$ cat config.mk
export PLATFORM = sky130hd
export DESIGN_NAME = ebc_bus_ctrl
export DESIGN_NICKNAME = d
export VERILOG_FILES = /design/src/design/ebc_pkg.sv /design/src/design/ebc_bus_ctrl.sv
export SDC_FILE = /design/constraint.sdc
export NUM_CORES = 1
export LEC_CHECK = 0
export ABC_AREA = 0
export BUFFER_PORTS_ARGS = -buffer_cell sky130_fd_sc_hd__buf_4
export CORE_MARGIN = 5
export CORE_UTILIZATION = 50
export CTS_CLUSTER_SIZE = 24
export DETAILED_ROUTE_END_ITERATION = 10
export PLACE_DENSITY = 0.84
export SYNTH_ARGS = -nofsm -noshare
export SYNTH_HDL_FRONTEND = slang
export SYNTH_SLANG_ARGS = --single-unit
$ cat constraint.sdc
create_clock -name sys_clk -period 2.2 [get_ports sys_clk]
set_input_delay 0.44 -clock sys_clk [delete_from_list [all_inputs] [get_ports sys_clk]]
set_output_delay 0.44 -clock sys_clk [all_outputs]
set_load 0.05 [all_outputs]
$ cat src/design/ebc_pkg.sv
// Package of constants and types for the external bus control block.
package ebc_pkg;

    // ************************************************************
    // Timing
    // ************************************************************
    // System clock period and bus clock period, both in picoseconds.
    localparam int CLK_PERIOD_PS = 8000;
    localparam int BUS_PERIOD_PS = 125000;
    // Cycles in one quarter of a bus clock period, rounded down.
    localparam int QUARTER_CYC_I = (BUS_PERIOD_PS / 4) / CLK_PERIOD_PS;
    localparam logic [3:0] QUARTER_LAST = 4'(QUARTER_CYC_I - 1);
    localparam logic [1:0] QTR_FIRST_HIGH = 2'h2;
    localparam logic [1:0] QTR_LAST = 2'h3;
    localparam logic [1:0] STRAP_WAIT = 2'h2;

    // ************************************************************
    // Register map
    // ************************************************************
    localparam logic [1:0] REG_ASSIGN = 2'h0;
    localparam logic [1:0] REG_DIR = 2'h1;
    localparam logic [1:0] REG_DATA = 2'h2;
    localparam logic [1:0] REG_STATUS = 2'h3;

    // Fields of the port E assignment register.
    localparam int BIT_STROBE_OFF = 7;
    localparam int BIT_QUEUE_ON = 5;
    localparam int BIT_LOW_BYTE_STROBE_N_ON = 3;
    localparam int BIT_RW_ON = 2;
    localparam logic [7:0] ASSIGN_RESET = 8'h80;
    localparam logic [7:0] ASSIGN_WMASK = 8'hac;

    // Port E pin positions.
    localparam int PE_DBE = 7;
    localparam int PE_MODE_SELECT_B = 6;
    localparam int PE_MODE_SELECT_A = 5;
    localparam int PE_BUS_CLOCK_OUT = 4;
    localparam int PE_LOW_BYTE_STROBE_N = 3;
    localparam int PE_RW = 2;

    // Operating modes taken from the mode pins at reset.
    typedef enum logic [1:0] {
        EBC_SINGLE = 2'b00,
        EBC_NARROW = 2'b01,
        EBC_PERIPH = 2'b10,
        EBC_WIDE = 2'b11
    } ebc_mode_t;

    // One bus access request from the core.
    typedef struct packed {
        logic write;
        logic byte_size_access_n;
        logic [1:0] stretch;
        logic [15:0] addr;
        logic [15:0] wdata;
    } ebc_req_t;

endpackage : ebc_pkg

$ cat src/design/ebc_bus_ctrl.sv
// External expansion bus control signals: strobes, bus clock, mode straps, port E.
//
// Overview of operation
// - Data bus enable strobe low only in bus clock high phase, unstretched cycle.
// - Strobe separates multiplexed address output from read data input.
// - Stretched access: strobe only in last quarter of last stretch period.
// - Strobe appears on port E bit 7 only when its assignment bit selects it.
// - Expanded mode at reset enables the strobe with no software action.
// - Low-byte strobe is XNOR of address bit zero and byte-size signal.
// - Read/write pin shows transfer direction in expanded modes.
// - Bus clock is driven out as timing and demultiplex reference.
// - Two mode pins sampled at reset choose the operating mode.
// - After reset mode pins become queue tracking outputs or general I/O.
// - Queue state is time-multiplexed over the two tracking outputs.
// - Debug pin level at reset chooses special or normal mode.
// - Read/write pin stays input and writes are refused until enabled.
// - Low-byte strobe not driven and low-byte writes refused until enabled.
// - Narrow mode splits a 16-bit transfer into high then low byte cycles.
//
// Added by the designer: strobed register access and the address map.
`timescale 1ns/1ps
`default_nettype none

module ebc_bus_ctrl (
    input wire logic sys_clk,
    input wire logic reset_n,
    input wire logic [1:0] reg_addr,
    input wire logic [7:0] reg_wdata,
    input wire logic reg_write,
    input wire logic reg_read,
    output logic [7:0] reg_rdata,
    input wire logic acc_valid,
    input wire ebc_pkg::ebc_req_t acc_req,
    output logic acc_ready,
    output logic acc_done,
    output logic acc_refused,
    output logic [15:0] acc_rdata,
    input wire logic [3:0] queue_state,
    input wire logic single_wire_debug_pin,
    input wire logic [7:0] pe_pin_in,
    output logic [7:0] pe_pin_out,
    output logic [7:0] pe_pin_oe,
    input wire logic [15:0] bus_ad_in,
    output logic [15:0] bus_ad_out,
    output logic [1:0] bus_ad_oe
);
    import ebc_pkg::*;

    typedef enum logic [1:0] {
        ST_IDLE = 2'b00,
        ST_HIGH = 2'b01,
        ST_LOW = 2'b10
    } ebc_state_t;

    // ************************************************************
    // Input synchronisers
    // ************************************************************
    logic [7:0] pe_meta;
    logic [7:0] pe_sync;
    logic dbg_meta;
    logic dbg_sync;
    logic [15:0] ad_meta;
    logic [15:0] ad_sync;

    // All pins come from outside the clock domain, so two flops each.
    always_ff @(posedge sys_clk or negedge reset_n) begin
        if (!reset_n) begin
            pe_meta <= 8'h00;
            pe_sync <= 8'h00;
            dbg_meta <= 1'b1;
            dbg_sync <= 1'b1;
            ad_meta <= 16'h0000;
            ad_sync <= 16'h0000;
        end else begin
            pe_meta <= pe_pin_in;
            pe_sync <= pe_meta;
            dbg_meta <= single_wire_debug_pin;
            dbg_sync <= dbg_meta;
            ad_meta <= bus_ad_in;
            ad_sync <= ad_meta;
        end
    end

    // ************************************************************
    // Mode straps
    // ************************************************************
    logic [1:0] strap_cnt;
    logic strap_done;
    ebc_mode_t mode;
    logic special;
    logic expanded;
    logic narrow;

    // Straps are taken once the synchronisers hold post-release pin levels.
    always_ff @(posedge sys_clk or negedge reset_n) begin
        if (!reset_n) begin
            strap_cnt <= 2'h0;
            strap_done <= 1'b0;
            mode <= EBC_SINGLE;
            special <= 1'b0;
        end else if (!strap_done) begin
            strap_cnt <= strap_cnt + 2'h1;
            if (strap_cnt == STRAP_WAIT) begin
                strap_done <= 1'b1;
                mode <= ebc_mode_t'({pe_sync[PE_MODE_SELECT_B], pe_sync[PE_MODE_SELECT_A]});
                special <= ~dbg_sync;
            end
        end
    end

    assign expanded = strap_done && (mode == EBC_NARROW || mode == EBC_WIDE);
    assign narrow = (mode == EBC_NARROW);

    // ************************************************************
    // Registers
    // ************************************************************
    logic [7:0] assign_reg;
    logic [7:0] dir_reg;
    logic [7:0] data_reg;
    logic busy;

    // The strobe-off bit is reloaded at strap time, so expanded modes start with it clear.
    always_ff @(posedge sys_clk or negedge reset_n) begin
        if (!reset_n) begin
            assign_reg <= ASSIGN_RESET;
        end else if (!strap_done && strap_cnt == STRAP_WAIT) begin
            assign_reg[BIT_STROBE_OFF] <= ~(pe_sync[PE_MODE_SELECT_A]);
        end else if (reg_write && reg_addr == REG_ASSIGN) begin
            assign_reg <= reg_wdata & ASSIGN_WMASK;
        end
    end

    // Direction and data registers for the general-purpose port E pins.
    always_ff @(posedge sys_clk or negedge reset_n) begin
        if (!reset_n) begin
            dir_reg <= 8'h00;
            data_reg <= 8'h00;
        end else if (reg_write) begin
            if (reg_addr == REG_DIR) begin
                dir_reg <= reg_wdata;
            end
            if (reg_addr == REG_DATA) begin
                data_reg <= reg_wdata;
            end
        end
    end

    // Read data stands one cycle after the strobe; the status word shows mode and activity.
    always_ff @(posedge sys_clk or negedge reset_n) begin
        if (!reset_n) begin
            reg_rdata <= 8'h00;
        end else if (reg_read) begin
            unique case (reg_addr)
                REG_ASSIGN: reg_rdata <= assign_reg;
                REG_DIR: reg_rdata <= dir_reg;
                REG_DATA: reg_rdata <= pe_sync;
                REG_STATUS: reg_rdata <= {4'h0, busy, special, mode};
            endcase
        end else begin
            reg_rdata <= 8'h00;
        end
    end

    // ************************************************************
    // Bus clock generator
    // ************************************************************
    logic [3:0] qcnt;
    logic [1:0] quarter;
    logic at_start;
    logic at_end;
    logic e_high;

    // The bus clock runs freely: low for quarters 0 and 1, high for 2 and 3.
    always_ff @(posedge sys_clk or negedge reset_n) begin
        if (!reset_n) begin
            qcnt <= 4'h0;
            quarter <= 2'h0;
        end else if (qcnt == QUARTER_LAST) begin
            qcnt <= 4'h0;
            quarter <= quarter + 2'h1;
        end else begin
            qcnt <= qcnt + 4'h1;
        end
    end

    assign at_start = (quarter == 2'h0) && (qcnt == 4'h0);
    assign at_end = (quarter == QTR_LAST) && (qcnt == QUARTER_LAST);
    assign e_high = (quarter >= QTR_FIRST_HIGH);

    // ************************************************************
    // Access sequencer
    // ************************************************************
    ebc_state_t state;
    ebc_req_t cur;
    logic [1:0] stretch_left;
    logic first_period;
    logic illegal_write;
    logic take;
    logic [15:0] beat_addr;
    logic beat_size_n;
    logic low_byte_strobe_n_n;
    logic addr_phase;
    logic strobe_on;
    logic fin_pend;
    logic cap_pend;
    logic cap_wide;
    logic cap_low;

    // Returns the low-byte strobe level: low means the low data byte is valid.
    function automatic logic low_strobe(input logic a0, input logic size_n);
        low_strobe = ~(a0 ^ size_n);
    endfunction : low_strobe

    // Writes are refused in single-chip mode, with the direction pin off, or when they
    // would need the low-byte strobe before it is enabled.
    assign illegal_write = acc_req.write && (!expanded || !assign_reg[BIT_RW_ON]
        || (!assign_reg[BIT_LOW_BYTE_STROBE_N_ON]
        && !low_strobe(acc_req.addr[0], acc_req.byte_size_access_n)));
    assign acc_ready = (state == ST_IDLE) && at_start && strap_done;
    assign take = acc_valid && acc_ready;

    // Sequencer state: one beat normally, two beats for a narrow 16-bit transfer.
    always_ff @(posedge sys_clk or negedge reset_n) begin
        if (!reset_n) begin
            state <= ST_IDLE;
            cur <= '0;
            stretch_left <= 2'h0;
            first_period <= 1'b0;
        end else begin
            unique case (state)
                ST_IDLE: begin
                    if (take && expanded && !illegal_write) begin
                        state <= ST_HIGH;
                        cur <= acc_req;
                        stretch_left <= acc_req.stretch;
                        first_period <= 1'b1;
                    end
                end
                ST_HIGH, ST_LOW: begin
                    if (at_end) begin
                        first_period <= 1'b0;
                        if (stretch_left != 2'h0) begin
                            stretch_left <= stretch_left - 2'h1;
                        end else if (state == ST_HIGH && narrow && cur.byte_size_access_n) begin
                            state <= ST_LOW;
                            stretch_left <= cur.stretch;
                            first_period <= 1'b1;
                        end else begin
                            state <= ST_IDLE;
                        end
                    end
                end
                default: state <= ST_IDLE;
            endcase
        end
    end

    assign busy = (state != ST_IDLE);
    assign beat_addr = (state == ST_LOW) ? cur.addr + 16'h0001 : cur.addr;
    assign beat_size_n = narrow ? 1'b0 : cur.byte_size_access_n;
    assign low_byte_strobe_n_n = low_strobe(beat_addr[0], beat_size_n);
    assign addr_phase = busy && !e_high;
    // Unstretched: whole high phase; stretched: last quarter of the last period only.
    assign strobe_on = busy && stretch_left == 2'h0 && !first_period_block()
        && (cur.stretch == 2'h0 ? e_high : quarter == QTR_LAST);

    // A stretched access only strobes once its stretch periods have run out.
    function automatic logic first_period_block();
        first_period_block = (cur.stretch != 2'h0) && first_period;
    endfunction : first_period_block

    // Answers to the core: done or refused pulses, read data caught one edge after the
    // period's end. Pin flops and the two-flop synchroniser delay the bus by three edges,
    // so an earlier capture would miss the short strobe window of a stretched read.
    always_ff @(posedge sys_clk or negedge reset_n) begin
        if (!reset_n) begin
            acc_done <= 1'b0;
            acc_refused <= 1'b0;
            acc_rdata <= 16'h0000;
            fin_pend <= 1'b0;
            cap_pend <= 1'b0;
            cap_wide <= 1'b0;
            cap_low <= 1'b0;
        end else begin
            acc_refused <= take && (!expanded || illegal_write);
            fin_pend <= busy && at_end && stretch_left == 2'h0
                && !(state == ST_HIGH && narrow && cur.byte_size_access_n);
            cap_pend <= busy && at_end && stretch_left == 2'h0 && !cur.write;
            cap_wide <= !narrow;
            cap_low <= state == ST_LOW || !cur.byte_size_access_n;
            acc_done <= fin_pend;
            if (cap_pend) begin
                if (cap_wide) begin
                    acc_rdata <= ad_sync;
                end else if (cap_low) begin
                    acc_rdata[7:0] <= ad_sync[15:8];
                end else begin
                    acc_rdata[15:8] <= ad_sync[15:8];
                end
            end
        end
    end

    // ************************************************************
    // Pin drivers
    // ************************************************************
    logic [7:0] next_pe_out;
    logic [7:0] next_pe_oe;
    logic [15:0] next_ad_out;
    logic [1:0] next_ad_oe;
    logic [7:0] wbyte;

    // Port E: general I/O first, then each enabled function overrides its bit.
    always_comb begin
        next_pe_out = data_reg;
        next_pe_oe = dir_reg;
        next_pe_out[PE_BUS_CLOCK_OUT] = e_high;
        next_pe_oe[PE_BUS_CLOCK_OUT] = 1'b1;
        if (!assign_reg[BIT_STROBE_OFF]) begin
            next_pe_out[PE_DBE] = ~strobe_on;
            next_pe_oe[PE_DBE] = 1'b1;
        end
        if (strap_done && assign_reg[BIT_QUEUE_ON]) begin
            next_pe_out[PE_MODE_SELECT_A] = e_high ? queue_state[2] : queue_state[0];
            next_pe_out[PE_MODE_SELECT_B] = e_high ? queue_state[3] : queue_state[1];
            next_pe_oe[PE_MODE_SELECT_A] = 1'b1;
            next_pe_oe[PE_MODE_SELECT_B] = 1'b1;
        end else if (!strap_done) begin
            next_pe_oe[PE_MODE_SELECT_A] = 1'b0;
            next_pe_oe[PE_MODE_SELECT_B] = 1'b0;
        end
        if (expanded && assign_reg[BIT_RW_ON]) begin
            next_pe_out[PE_RW] = ~(busy && cur.write);
            next_pe_oe[PE_RW] = 1'b1;
        end
        if (expanded && assign_reg[BIT_LOW_BYTE_STROBE_N_ON]) begin
            next_pe_out[PE_LOW_BYTE_STROBE_N] = busy ? low_byte_strobe_n_n : 1'b1;
            next_pe_oe[PE_LOW_BYTE_STROBE_N] = 1'b1;
        end
    end

    assign wbyte = (state == ST_LOW || !cur.byte_size_access_n) ? cur.wdata[7:0]
        : cur.wdata[15:8];

    // Address bus: address in every low phase of an access, because the external latch is open
    // whenever the bus clock is low; write data in the high phases; released on reads, except the low byte in narrow mode.
    always_comb begin
        next_ad_out = beat_addr;
        next_ad_oe = 2'b00;
        if (busy) begin
            if (narrow) begin
                next_ad_oe[0] = 1'b1;
                next_ad_oe[1] = addr_phase || cur.write;
                if (!addr_phase) begin
                    next_ad_out[15:8] = wbyte;
                end
            end else begin
                next_ad_oe = (addr_phase || cur.write) ? 2'b11 : 2'b00;
                if (!addr_phase) begin
                    next_ad_out = cur.wdata;
                end
            end
        end
    end

    // All pins leave from flip-flops so the strobe and bus clock never glitch.
    always_ff @(posedge sys_clk or negedge reset_n) begin
        if (!reset_n) begin
            pe_pin_out <= 8'h00;
            pe_pin_oe <= 8'h00;
            bus_ad_out <= 16'h0000;
            bus_ad_oe <= 2'b00;
        end else begin
            pe_pin_out <= next_pe_out;
            pe_pin_oe <= next_pe_oe;
            bus_ad_out <= next_ad_out;
            bus_ad_oe <= next_ad_oe;
        end
    end
endmodule : ebc_bus_ctrl

`default_nettype wire

==> impl_results.md <==
* Crit path arrival time at 1.65 ns
* Setup crit end kind: output pin
* Sequential area share after synthesis at 65.27%
* Asr flop ratio synth at 100.0%
* Critical path peak fanout at 3
* Biggest register: cur
* Syn_area_per_cell at 13.65 um2
* Synth top area cells: dfrtp_1 (64%), mux2_2 (9.2%), mux2_1 (2.5%)
* Hold crit path type: input pin to asynchronous set/reset pin
* RSZ-0062 raised after global routing: no
* Power Density at 1042 nW/um2
* Post-route antenna net violation count at 0
* Largest net degree at the start of global routing at 67
* Via density at 5.330
* Worst Path Required at 1.76 ns
* Startpoint Class: flop
* Commonest cells post-synth: dfrtp_1 (183), mux2_2 (58), a21oi_1 (31), nand2_1 (31), nor2_1 (31)
* Row cnt at 43
* Routed length per instance at 18.22 um
* Worst setup margin at 0.1135 ns
* Compound-gate portion of the synthesized area at 6.329%
* Final setup skew at 0.006483 ns
* H-Tree Depth at 4
* First-pass GRT wire length at 25,690 um
* Ant. Diodes at 0
* Detailed placement HPWL at 11,490 um
* Most numerous cell in the Yosys netlist: dfrtp_1
* Synth Instances at 523
* Synth Area in Simple Gates at 8.538%
* Number of enable flip-flop cells after synthesis at 0
* Max-cap viol count at 0
* Synth Area in Adders at 1.578%
* Yosys reg bits at 186
* Fillers at 1,006
* FF+latch area at 4658 um2
* # DRC at 0
* Setup CP Type: flop to output pin
* Vias in the first global route at 4,983
* FMAX at 479.3 MHz
* Slew Viols, Final at 0
* Primary FF master, synth: dfrtp_1
* Netlist cell types at 51
* Cell Area, Synth at 7137 um2
* CTS Buffer Depth at 2
* YS warnings at 0
* Xor/xnor share of the synthesized area at 2.577%
* Area Growth Syn to Fin at 26.98%
* Root Driver: clkbuf_16
* Multi-input combinational cell area at 2340 um2
* Clock transition at path regs at 0.07 ns
* Final Setup Violations at 0
* LEAKAGE at 4.286 nW
* Vias at 4,642
* Syn Nets at 612
* RePlAce Congestion at 0.8701
* Status: finished clean
* Worst-margin pin slew at 0.5335 ns
* Clk_lat worst skew at 0.43 ns
* Max-slew headroom at 64.43%
* Nets at 769
* Setup TNS at 0 ns
* I/O Buffers at 140
* Final hold vios at 0
* Largest family of logic cells by synthesized area: multiplexers
* Synth area leader: dfrtp_1
* R2R depth at 8
* Mux contribution to synthesized area at 13.57%
* Worst VDD drop at 0.6659 mV
* Area share of the largest cell type after synthesis at 64.17%
* Final period util at 94.84%
* Chip height at 129.5 um
* Core area at 13,930 um2
* Gr ovfl total at 0
* CTS tree: yes
* Pre-antenna DRT Iters at 5
* Clock sink total at 186
* Die X at 129.5 um
* Die Area at 16,760 um2
* Total GRT Usage at 19.78%
* Initial Utilization at 51.22%
* Initial antenna violation count at 0
* WL final at 15,870 um
* Initial drt markers at 358
* Post-layout minimum cycle time at 2.087 ns
* Ports at 141
* Total CTS buffers at 17
* Place WS at 0.1865 ns
* Max FFs per register at 36
* Layout cells sized above 1 at 37.63%
==> layer usage <==
layer  track usage [%]  vias up  share of wire [%]
li1                  -     2121                  -
met2             33.05      164                 51
met5                 0        -                  0
met3             6.678       21                7.6
met4             5.257        0                1.2
met1             24.97     2336                 41
==> report_power, final <==
part	total (W)	internal (W)	switching (W)
combinational	0.00217	0.000828	0.00134
sequential	0.00427	0.00390	0.000360
clock	0.00301	0.00176	0.00126
==> kinds of logic (layout without fill, tap and decap cells) <==
logic type,Yosys count,after routing
and+or+nand+nor,115,115
DFF,186,186
xor gates and xnor gates,21,21
adders and majority gates,9,9
muxes,85,85
other,1,1
AOI/OAI and AO/OA,76,76
buffers and inverters,30,198
==> critical path, cell delays in order (launching register included) <==
cell      delay, ns
dfrtp_1        0.40
inv_2          0.08
ha_1           0.16
and4bb_2       0.24
and3_4         0.20
buf_8          0.14
==> repair_timing <==
action,in CTS,in global routing
buffers inserted,1,1
hold buffers,0,0
gates resized for setup,3,2
pin swaps,0,1
setup endpoints to repair,1,1
==> per-stage QoR <==
stage          total power [W]  cell area (um2)  hold WS (ns)  cells  util (%)
2_1_floorplan         0.005646             7137        0.1444    523         -
3_3_place_gp          0.006366             8452        0.3318    839     60.65
3_5_place_dp          0.006466             8452        0.3347    839     60.65
4_1_cts               0.009504             9051       0.01255    870     64.95
5_1_grt               0.009853             9062       0.03693    871     65.04
6_report              0.009441             9062      0.006531    871     65.04
==> placed cells by master (no fill, tap or decap), drive strengths merged, types with 2 or more instances in the layout <==
master / n
a31oi: 5
dfrtp: 183
nor2b: 8
nand2b: 8
nor3b: 2
xor2: 10
a22oi: 4
or2: 2
nor2: 32
nor3: 4
or3b: 2
mux4: 2
xnor2: 11
clkinvlp: 4
inv: 17
mux2: 74
dfstp: 3
ha: 9
o22ai: 15
and3: 4
mux2i: 9
o21ai: 13
nand2: 32
nand3: 8
a21oi: 31
and2: 4
o21a: 2
clkbuf: 22
buf: 152
bufinv: 2
nand4: 6
==> worst paths after layout <==
check                              start     endpoint  slack (ns)
setup / recovery                state[1]    acc_ready        0.11
min in group sys_clk       bus_ad_in[15]  ad_meta[15]        0.11
hold / removal                   reset_n  data_reg[6]       0.007
setup reg to reg                state[1]      cur[10]        0.20
hold reg to reg               ad_meta[4]   ad_sync[4]        0.35
max in group asynchronous        reset_n      cur[25]        1.46
==> area by class of cell <==
class	instances	area share [%]
clock buffers	21	5.191
clock inverters	9	1.243
inverters	15	0.6213
multi-input cells	307	25.82
flip-flops and latches	186	51.40
well taps	180	2.485
repair buffers	153	13.24
(Power assumes the default switching activity.)
